File: config.mk
export PLATFORM = sky130hd
export DESIGN_NAME = hmseq_top
export DESIGN_NICKNAME = d
export VERILOG_FILES = /design/src/logic/hmseq_edge.v /design/src/logic/hmseq_top.v
export VERILOG_INCLUDE_DIRS = /design/src /design/src/logic
export SDC_FILE = /design/constraint.sdc
export NUM_CORES = 1
export LEC_CHECK = 0
export BUFFER_PORTS_ARGS = -buffer_cell sky130_fd_sc_hd__buf_4
export CORE_MARGIN = 2
export CORE_UTILIZATION = 51
export DETAILED_ROUTE_END_ITERATION = 7
export PLACE_DENSITY = 0.92
export SLEW_MARGIN = 20
export SYNTH_ARGS = -nofsm -noshare
export SYNTH_HDL_FRONTEND = slang
export SYNTH_HIERARCHICAL = 1
export SYNTH_SLANG_ARGS = --single-unit
File: constraint.sdc
create_clock -name ref_clk -period 4.1 [get_ports ref_clk]
set_input_delay 0.82 -clock ref_clk [delete_from_list [all_inputs] [get_ports ref_clk]]
set_output_delay 0.82 -clock ref_clk [all_outputs]
set_load 0.02 [all_outputs]
File: src/logic/hmseq_consts.vh
`ifndef HMSEQ_CONSTS_VH
`define HMSEQ_CONSTS_VH

// supported homing methods
`define HMSEQ_METHOD_FIRST 4'h7
`define HMSEQ_METHOD_LAST  4'hB
`define HMSEQ_METHOD_NL    4'hB

// start variants: switch active, switch off, restarted after a limit
`define HMSEQ_VAR_ACTIVE 2'h0
`define HMSEQ_VAR_OFF    2'h1
`define HMSEQ_VAR_LIMIT  2'h2

// segment word fields {dir_fwd, fast, end_on_rise, stop_after, last}
`define HMSEQ_SEG_DIR  4
`define HMSEQ_SEG_FAST 3
`define HMSEQ_SEG_ON   2
`define HMSEQ_SEG_STOP 1
`define HMSEQ_SEG_LAST 0

// one-hot state codes
`define HMSEQ_ST_IDLE  6'h01
`define HMSEQ_ST_RUN   6'h02
`define HMSEQ_ST_STOP  6'h04
`define HMSEQ_ST_INDEX 6'h08
`define HMSEQ_ST_DONE  6'h10
`define HMSEQ_ST_ALARM 6'h20

`define HMSEQ_SPEED_W 16
`define HMSEQ_POS_W   32

`endif

File: src/logic/hmseq_edge.v
`timescale 1ns/1ps
module hmseq_edge (
  input  wire ref_clk,  // control clock
  input  wire rstn,     // async reset, active low
  input  wire din,      // synchronous level input
  output reg  level_q,  // registered level
  output wire rise,     // one-cycle off-to-on pulse
  output wire fall      // one-cycle on-to-off pulse
);

  // one register per input, so every edge shows exactly once
  always @(posedge ref_clk or negedge rstn) begin
    if (!rstn) begin
      level_q <= 1'b0;
    end else begin
      level_q <= din;
    end
  end

  assign rise = din & ~level_q;
  assign fall = ~din & level_q;

endmodule // hmseq_edge

File: src/logic/hmseq_top.v
// Functional notes
// M7 switch on at start: reverse slow, home on index after switch off
// M7-10: first positive limit going forward reverses; other limit aborts
// M7 switch off reverse side: forward fast, stop, reverse slow, home
// M8 forward side: to positive limit, reverse fast, slow, stop, forward
// M8 reverse side: forward fast, stop, back slow, forward slow, home
// M8 switch on: reverse slow, stop at off, forward slow, home at on
// M9 forward side: limit, reverse fast, stop, back, reverse slow, home
// M9 reverse side: forward fast, slow, stop at off, reverse slow, home
// M9 switch on: forward slow, stop at off, reverse slow, home at on
// M10 forward side: limit, reverse fast, stop, forward slow, home
// M10 reverse side: fast, slow, stop, back into switch, forward slow
// M11 forward side: reverse fast, stop at on, forward slow, home
// M11 reverse side: to negative limit, forward fast, slow at switch on
// M11: first negative limit reversing turns back; other limit aborts
// latch position at index as home, stop, done; alarm held until ack
// speeds from inputs; every switch registered once for edge detection
`timescale 1ns/1ps
`include "hmseq_consts.vh"
module hmseq_top (
  input  wire                      ref_clk,        // 100 MHz control clock
  input  wire                      rstn,           // async reset, active low
  input  wire                      start,          // begin homing, pulse
  input  wire [3:0]                method,         // homing method 7..11
  input  wire                      home_switch,    // home switch level
  input  wire                      positive_limit_switch, // forward limit
  input  wire                      negative_limit_switch, // reverse limit
  input  wire                      index_pulse,    // encoder index
  input  wire                      axis_stopped,   // axis at zero speed
  input  wire [`HMSEQ_POS_W-1:0]   pos_count,      // position counter
  input  wire [`HMSEQ_SPEED_W-1:0] high_speed,     // fast search speed
  input  wire [`HMSEQ_SPEED_W-1:0] low_speed,      // slow search speed
  input  wire                      alarm_ack,      // clears alarm, pulse
  output reg                       move_q,         // motion enabled
  output reg                       dir_fwd_q,      // 1 forward, 0 reverse
  output reg                       speed_high_q,   // fast search active
  output reg  [`HMSEQ_SPEED_W-1:0] speed_q,        // speed command
  output reg                       decel_stop_q,   // decelerate to stop
  output reg                       busy_q,         // homing in progress
  output reg                       done_q,         // home found
  output reg                       alarm_q,        // homing aborted
  output reg  [`HMSEQ_POS_W-1:0]   home_pos_q      // latched home position
);

  ////////////////////////////////////////////////////////////////////////////
  // input edge detection
  wire hsw_lvl;
  wire hsw_rise;
  wire hsw_fall;
  wire pl_rise;
  wire nl_rise;
  wire idx_rise;

  // each input passes one register so an edge is seen once
  hmseq_edge u_hsw (
    .ref_clk (ref_clk),
    .rstn    (rstn),
    .din     (home_switch),
    .level_q (hsw_lvl),
    .rise    (hsw_rise),
    .fall    (hsw_fall)
  );
  hmseq_edge u_pl (
    .ref_clk (ref_clk),
    .rstn    (rstn),
    .din     (positive_limit_switch),
    .level_q (),
    .rise    (pl_rise),
    .fall    ()
  );
  hmseq_edge u_nl (
    .ref_clk (ref_clk),
    .rstn    (rstn),
    .din     (negative_limit_switch),
    .level_q (),
    .rise    (nl_rise),
    .fall    ()
  );
  hmseq_edge u_idx (
    .ref_clk (ref_clk),
    .rstn    (rstn),
    .din     (index_pulse),
    .level_q (),
    .rise    (idx_rise),
    .fall    ()
  );

  ////////////////////////////////////////////////////////////////////////////
  // segment programs: each method is a short list of moves ending on a
  // switch edge; the last move carries on to the next index pulse
  function [4:0] seg_of;
    input [6:0] key; // {method-7, variant, phase}
    begin
      case (key)
        7'h00: seg_of = 5'h01; // m7 on: rev slow to off
        7'h04: seg_of = 5'h1E; // m7 off: fwd fast to on, stop
        7'h05: seg_of = 5'h01; // rev slow to off
        7'h08: seg_of = 5'h0C; // after limit: rev fast to on
        7'h09: seg_of = 5'h01; // rev slow to off
        7'h10: seg_of = 5'h02; // m8 on: rev slow to off, stop
        7'h11: seg_of = 5'h15; // fwd slow to on
        7'h14: seg_of = 5'h1E; // m8 off: fwd fast to on, stop
        7'h15: seg_of = 5'h02; // back slow to off, stop
        7'h16: seg_of = 5'h15; // fwd slow to on
        7'h18: seg_of = 5'h0C; // after limit: rev fast to on
        7'h19: seg_of = 5'h02; // rev slow to off, stop
        7'h1A: seg_of = 5'h15; // fwd slow to on
        7'h20: seg_of = 5'h12; // m9 on: fwd slow to off, stop
        7'h21: seg_of = 5'h05; // rev slow to on
        7'h24: seg_of = 5'h1C; // m9 off: fwd fast to on
        7'h25: seg_of = 5'h12; // fwd slow to off, stop
        7'h26: seg_of = 5'h05; // rev slow to on
        7'h28: seg_of = 5'h0E; // after limit: rev fast to on, stop
        7'h29: seg_of = 5'h12; // back slow to off, stop
        7'h2A: seg_of = 5'h05; // rev slow to on
        7'h30: seg_of = 5'h11; // m10 on: fwd slow to off
        7'h34: seg_of = 5'h1C; // m10 off: fwd fast to on
        7'h35: seg_of = 5'h12; // fwd slow to off, stop
        7'h36: seg_of = 5'h06; // back slow into switch, stop
        7'h37: seg_of = 5'h11; // fwd slow to off
        7'h38: seg_of = 5'h0E; // after limit: rev fast to on, stop
        7'h39: seg_of = 5'h11; // fwd slow to off
        7'h40: seg_of = 5'h11; // m11 on: fwd slow to off
        7'h44: seg_of = 5'h0E; // m11 off: rev fast to on, stop
        7'h45: seg_of = 5'h11; // fwd slow to off
        7'h48: seg_of = 5'h1C; // after limit: fwd fast to on
        7'h49: seg_of = 5'h12; // fwd slow to off, stop
        7'h4A: seg_of = 5'h06; // back slow into switch, stop
        7'h4B: seg_of = 5'h11; // fwd slow to off
        default: seg_of = 5'h01;
      endcase
    end
  endfunction

  ////////////////////////////////////////////////////////////////////////////
  // sequencer registers
  reg [5:0] state_q;
  reg [5:0] state_d;
  reg [2:0] mth_q;
  reg [2:0] mth_d;
  reg [1:0] var_q;
  reg [1:0] var_d;
  reg [1:0] ph_q;
  reg [1:0] ph_d;
  reg       reversed_q;
  reg       reversed_d;
  reg       dir_idx_q;
  reg       dir_idx_d;

  wire [4:0] seg     = seg_of({mth_q, var_q, ph_q});
  wire       seg_fwd = seg[`HMSEQ_SEG_DIR];
  wire       seg_ev  = seg[`HMSEQ_SEG_ON] ? hsw_rise : hsw_fall;
  wire       use_nl  = (mth_q == 3'h4);
  wire       moving  = state_q[1] | state_q[3];
  wire       mv_fwd  = state_q[3] ? dir_idx_q : seg_fwd;

  // the turn-back limit lies in the search direction; meeting it a second
  // time, against the run, or meeting the other limit means the axis is lost
  wire auto_hit  = use_nl ? (nl_rise & ~mv_fwd) : (pl_rise & mv_fwd);
  wire lim_any   = pl_rise | nl_rise;
  wire turn_back = moving & auto_hit & ~reversed_q & state_q[1];
  wire abort     = moving & lim_any & ~turn_back;
  wire meth_ok   = (method >= `HMSEQ_METHOD_FIRST) &&
                   (method <= `HMSEQ_METHOD_LAST);
  wire [3:0] mth_off = method - `HMSEQ_METHOD_FIRST;

  // next-state logic
  always @* begin
    state_d    = state_q;
    mth_d      = mth_q;
    var_d      = var_q;
    ph_d       = ph_q;
    reversed_d = reversed_q;
    dir_idx_d  = dir_idx_q;
    case (state_q)
      `HMSEQ_ST_IDLE, `HMSEQ_ST_DONE: begin
        if (start && meth_ok) begin
          state_d    = `HMSEQ_ST_RUN;
          mth_d      = mth_off[2:0];
          var_d      = hsw_lvl ? `HMSEQ_VAR_ACTIVE : `HMSEQ_VAR_OFF;
          ph_d       = 2'h0;
          reversed_d = 1'b0;
        end else if (start) begin
          state_d = `HMSEQ_ST_ALARM;
        end
      end
      `HMSEQ_ST_RUN: begin
        if (abort) begin
          state_d = `HMSEQ_ST_ALARM;
        end else if (turn_back) begin
          state_d    = `HMSEQ_ST_STOP;
          var_d      = `HMSEQ_VAR_LIMIT;
          ph_d       = 2'h0;
          reversed_d = 1'b1;
        end else if (seg_ev && seg[`HMSEQ_SEG_LAST]) begin
          state_d   = `HMSEQ_ST_INDEX;
          dir_idx_d = seg_fwd;
        end else if (seg_ev && seg[`HMSEQ_SEG_STOP]) begin
          state_d = `HMSEQ_ST_STOP;
          ph_d    = ph_q + 2'h1;
        end else if (seg_ev) begin
          ph_d = ph_q + 2'h1;                             // slow, no stop
        end
      end
      `HMSEQ_ST_STOP: begin
        // a limit met while braking is not a search event; wait it out
        if (axis_stopped) begin
          state_d = `HMSEQ_ST_RUN;
        end
      end
      `HMSEQ_ST_INDEX: begin
        if (abort) begin
          state_d = `HMSEQ_ST_ALARM;
        end else if (idx_rise) begin
          state_d = `HMSEQ_ST_DONE;
        end
      end
      `HMSEQ_ST_ALARM: begin
        if (alarm_ack) begin
          state_d = `HMSEQ_ST_IDLE;
        end
      end
      default: state_d = `HMSEQ_ST_IDLE;
    endcase
  end

  ////////////////////////////////////////////////////////////////////////////
  // state and output registers
  always @(posedge ref_clk or negedge rstn) begin
    if (!rstn) begin
      state_q      <= `HMSEQ_ST_IDLE;
      mth_q        <= 3'h0;
      var_q        <= 2'h0;
      ph_q         <= 2'h0;
      reversed_q   <= 1'b0;
      dir_idx_q    <= 1'b0;
      busy_q       <= 1'b0;
      done_q       <= 1'b0;
      alarm_q      <= 1'b0;
      home_pos_q   <= {`HMSEQ_POS_W{1'b0}};
    end else begin
      state_q    <= state_d;
      mth_q      <= mth_d;
      var_q      <= var_d;
      ph_q       <= ph_d;
      reversed_q <= reversed_d;
      dir_idx_q  <= dir_idx_d;
      // home is the counter value on the qualifying index edge
      if (state_q[3] && !abort && idx_rise) begin
        home_pos_q <= pos_count;
      end
      done_q  <= state_d[4];
      alarm_q <= state_d[5];
      busy_q  <= state_d[1] | state_d[2] | state_d[3];
    end
  end

  // motion command follows the segment that will be active next cycle
  wire [4:0] seg_n   = seg_of({mth_d, var_d, ph_d});
  wire       run_n   = state_d[1];
  wire       fast_n  = run_n & seg_n[`HMSEQ_SEG_FAST];
  wire       dir_n   = state_d[3] ? dir_idx_d : seg_n[`HMSEQ_SEG_DIR];

  // speed values come from the live inputs so they can be tuned
  always @(posedge ref_clk or negedge rstn) begin
    if (!rstn) begin
      move_q       <= 1'b0;
      dir_fwd_q    <= 1'b0;
      speed_high_q <= 1'b0;
      speed_q      <= {`HMSEQ_SPEED_W{1'b0}};
      decel_stop_q <= 1'b0;
    end else begin
      move_q       <= run_n | state_d[3];
      dir_fwd_q    <= (run_n | state_d[3]) ? dir_n : dir_fwd_q;
      speed_high_q <= fast_n;
      speed_q      <= (run_n | state_d[3]) ?
                      (fast_n ? high_speed : low_speed) :
                      {`HMSEQ_SPEED_W{1'b0}};
      decel_stop_q <= state_d[2] | state_d[5] |
                      (state_d[4] & ~state_q[4]);
    end
  end

endmodule // hmseq_top

==> impl_results.md <==
- Clk_lat worst skew: 0.36 ns
- Layout cells sized above 1: 39.69%
- Detail Route Antenna Nets: 0
- Final hold violation count: 0
- Final max-slew violation count: 0
- Maxcap violations: 0
- Starting Density: 51.92%
- HPWL after detailed placement: 7706 um
- Tmin final: 3.955 ns
- CTS Hold Bufs: 0
- # fillers: 549
- CTS Buffer Depth: 2
- Worst path arrival time: 4.18 ns
- Vias in the first global route: 3,540
- Final #Nets: roughly 600
- Most frequent cells in the layout: buf_4, dfrtp_1, nor2_1, mux2_2, mux2i_1
- Synthesized area: 0.003950 mm^2
- DRT Wirelength: approximately 11,000 um
- Fin cells: between 600 and 700
- Unrepaired setup endpoints after global routing: no
- Crit Path Max Fanout: 17
- Die area: 0.008465 mm^2
- Slew headroom: 40.40%
- Worst hold stages: 1
- DIE WIDTH: 92.01 um
- Period Utilization, post-route: 96.47%
- Row count: 32
- Vias per cell: 5.812
- Hold path start: home_pos_q[10]$_DFFE_PN0P_
- Vias: 3,551
- CP dominant cell by count: mux2i_1
- HP Class: flip-flop to flip-flop
- Flop-to-flop setup slack: 0.14 ns
- DRC Markers: 0
- H-tree levels: 3
- Post-Syn Instances: 375
- Setup violators final: 0
- CP Class: flip-flop to flip-flop
- First-pass GRT wire length: 16,770 um
- R2R depth: 12
- Longest individual stage delay on the worst path: 0.61 ns
- Placed instance area: 0.004987 mm^2
- Core Region: 0.007607 mm^2
- Outcome: finished clean
- Placed cell count: slightly below 600
- Worst path slowest cell: or4_4
- RD Place Congestion: 0.9354
- WP buf/inv: 1
- PwrDens: 678.7 mW/mm^2
- Syn avg cell area: approximately 11 um^2
- Die H: 92.01 um
- Area delta synth->final: 30.92%
- Clock transition at path regs: 0.09 ns
- FF-to-FF End: speed_q[8]$_DFF_PN0_
- FF-to-FF Start: ph_q[0]$_DFF_PN0_
- Leakage power: 2.733 nW
- CP endpoint kind: flip-flop
- Postcts setup bufs: 0
- Drt first-iter violations: 334
- Clk root buf: clkbuf_8
- CP cell instances: inv_1, ha_1, a21oi_1, o32ai_2, o2bb2ai_1, mux2i_1, or4_4, nor4b_4, or3_1, nand4_4, mux2i_1, nor2_2
- Syn nets: 459
- Global route overflow: 0
- Crit path max-delay family: simple AND/OR/NAND/NOR gates
- Synth Warn #: 6
- CTS Sinks: 72
- GRT Resource Usage Total: between 20 and 25%
- Final Instance Area: 0.005171 mm^2
- Worst VDD drop: approximately 0.42 mV
- Commonest non-fill, non-tap cell in the layout: buf_4
- Pre-antenna DRT Iters: 5
- FMAX: 0.2528 GHz
- I/O pin total: ~130
- Pin count of the biggest net entering global routing: between 70 and 80
- Required time worst endpoint: 4.32 ns
- Num CTS Buffers: 9
- Pin slew with the least headroom to its limit: 0.8940 ns
- Worst setup SP type: flip-flop
- CTS tree: yes
- IO buf count: 131
- Number of diodes: 0
- Clock skew: 0.01461 ns
- Hold Path End: home_pos_q[10]$_DFFE_PN0P_
- Number of antenna violations at the first check in global routing: 0
- Routed len/inst: 17.51 um
==> worst max path at each step <==
stage / startpoint / endpoint / cells past startpoint
floorplan: ph_q[0]$_DFF_PN0_ / speed_q[10]$_DFF_PN0_ / 16
global placement: ph_q[0]$_DFF_PN0_ / speed_q[11]$_DFF_PN0_ / 12
detailed placement: ph_q[0]$_DFF_PN0_ / speed_q[8]$_DFF_PN0_ / 12
CTS: ph_q[0]$_DFF_PN0_ / speed_q[8]$_DFF_PN0_ / 12
global route: ph_q[0]$_DFF_PN0_ / speed_q[8]$_DFF_PN0_ / 12
finish: ph_q[0]$_DFF_PN0_ / speed_q[8]$_DFF_PN0_ / 12
==> final cells by class <==
class	instances	area, um^2	area share [%]
clock inverters	6	45.04	0.8710
multi-input cells	268	1979	38.28
flip-flops and latches	72	1803	34.87
inverters	16	60.06	1.161
repair buffers	137	1028	19.89
clock buffers	10	127.6	2.468
well taps	102	127.6	2.468
==> state kept, by name, indices dropped and copies added (netlist names) <==
name           flops
home_pos_q        32
speed_q           16
state_q            6
mth_q              3
ph_q               2
var_q              2
busy_q             1
decel_stop_q       1
dir_fwd_q          1
dir_idx_q          1
move_q             1
reversed_q         1
speed_high_q       1
u_hsw/level_q      1
u_idx/level_q      1
u_nl/level_q       1
u_pl/level_q       1
==> timing repair <==
item / CTS / global route
gates cloned: 0 / 0
resized for setup: 1 / 2
setup endpoints to repair: 1 / 2
==> layer usage <==
metal  vias up  track usage [%]  share of wire (%)
met5         -                0                  0
met4         0            10.82                4.1
met2       201            43.44                 52
met3        62            5.834                7.4
met1      1686            29.12                 36
li1       1602                -                  -
==> report_power, final <==
group | leakage (nW) | internal [mW] | total, mW | switching [mW]
clock | 0.0842 | 0.222 | 0.502 | 0.280
combinational | 1.68 | 0.808 | 1.83 | 1.03
sequential | 0.968 | 0.954 | 1.17 | 0.221
==> worst reg2reg max path: cells and delay by family, from the launching register on <==
kind	cells	cell delay [ns]
buffers and inverters	1	0.21
AND/OR/NAND/NOR	5	1.61
adder cells (fa/ha/maj)	1	0.32
multiplexers	2	0.51
flip-flops	1	0.58
AO/OA/AOI/OAI	3	0.62
==> per-stage QoR <==
step / hold WS [ns] / setup TNS [ns] / worst slack [ns] / power [mW] / util, %
final: 0.5043 / 0 / 0.1446 / 3.510 / 67.98
after global routing: 0.5221 / 0 / 0.001358 / 3.689 / 67.98
after CTS: 0.5062 / 0 / 0.2176 / 3.486 / 67.94
after detailed placement: 0.4827 / -0.008279 / -0.008279 / 2.960 / 65.56
after global placement: 0.4702 / 0 / 0.3077 / 2.877 / 65.56
after floorplan: 0.4666 / 0 / 0.6331 / 2.321 / -
No activity file was read; power rests on OpenSTA's default activity.
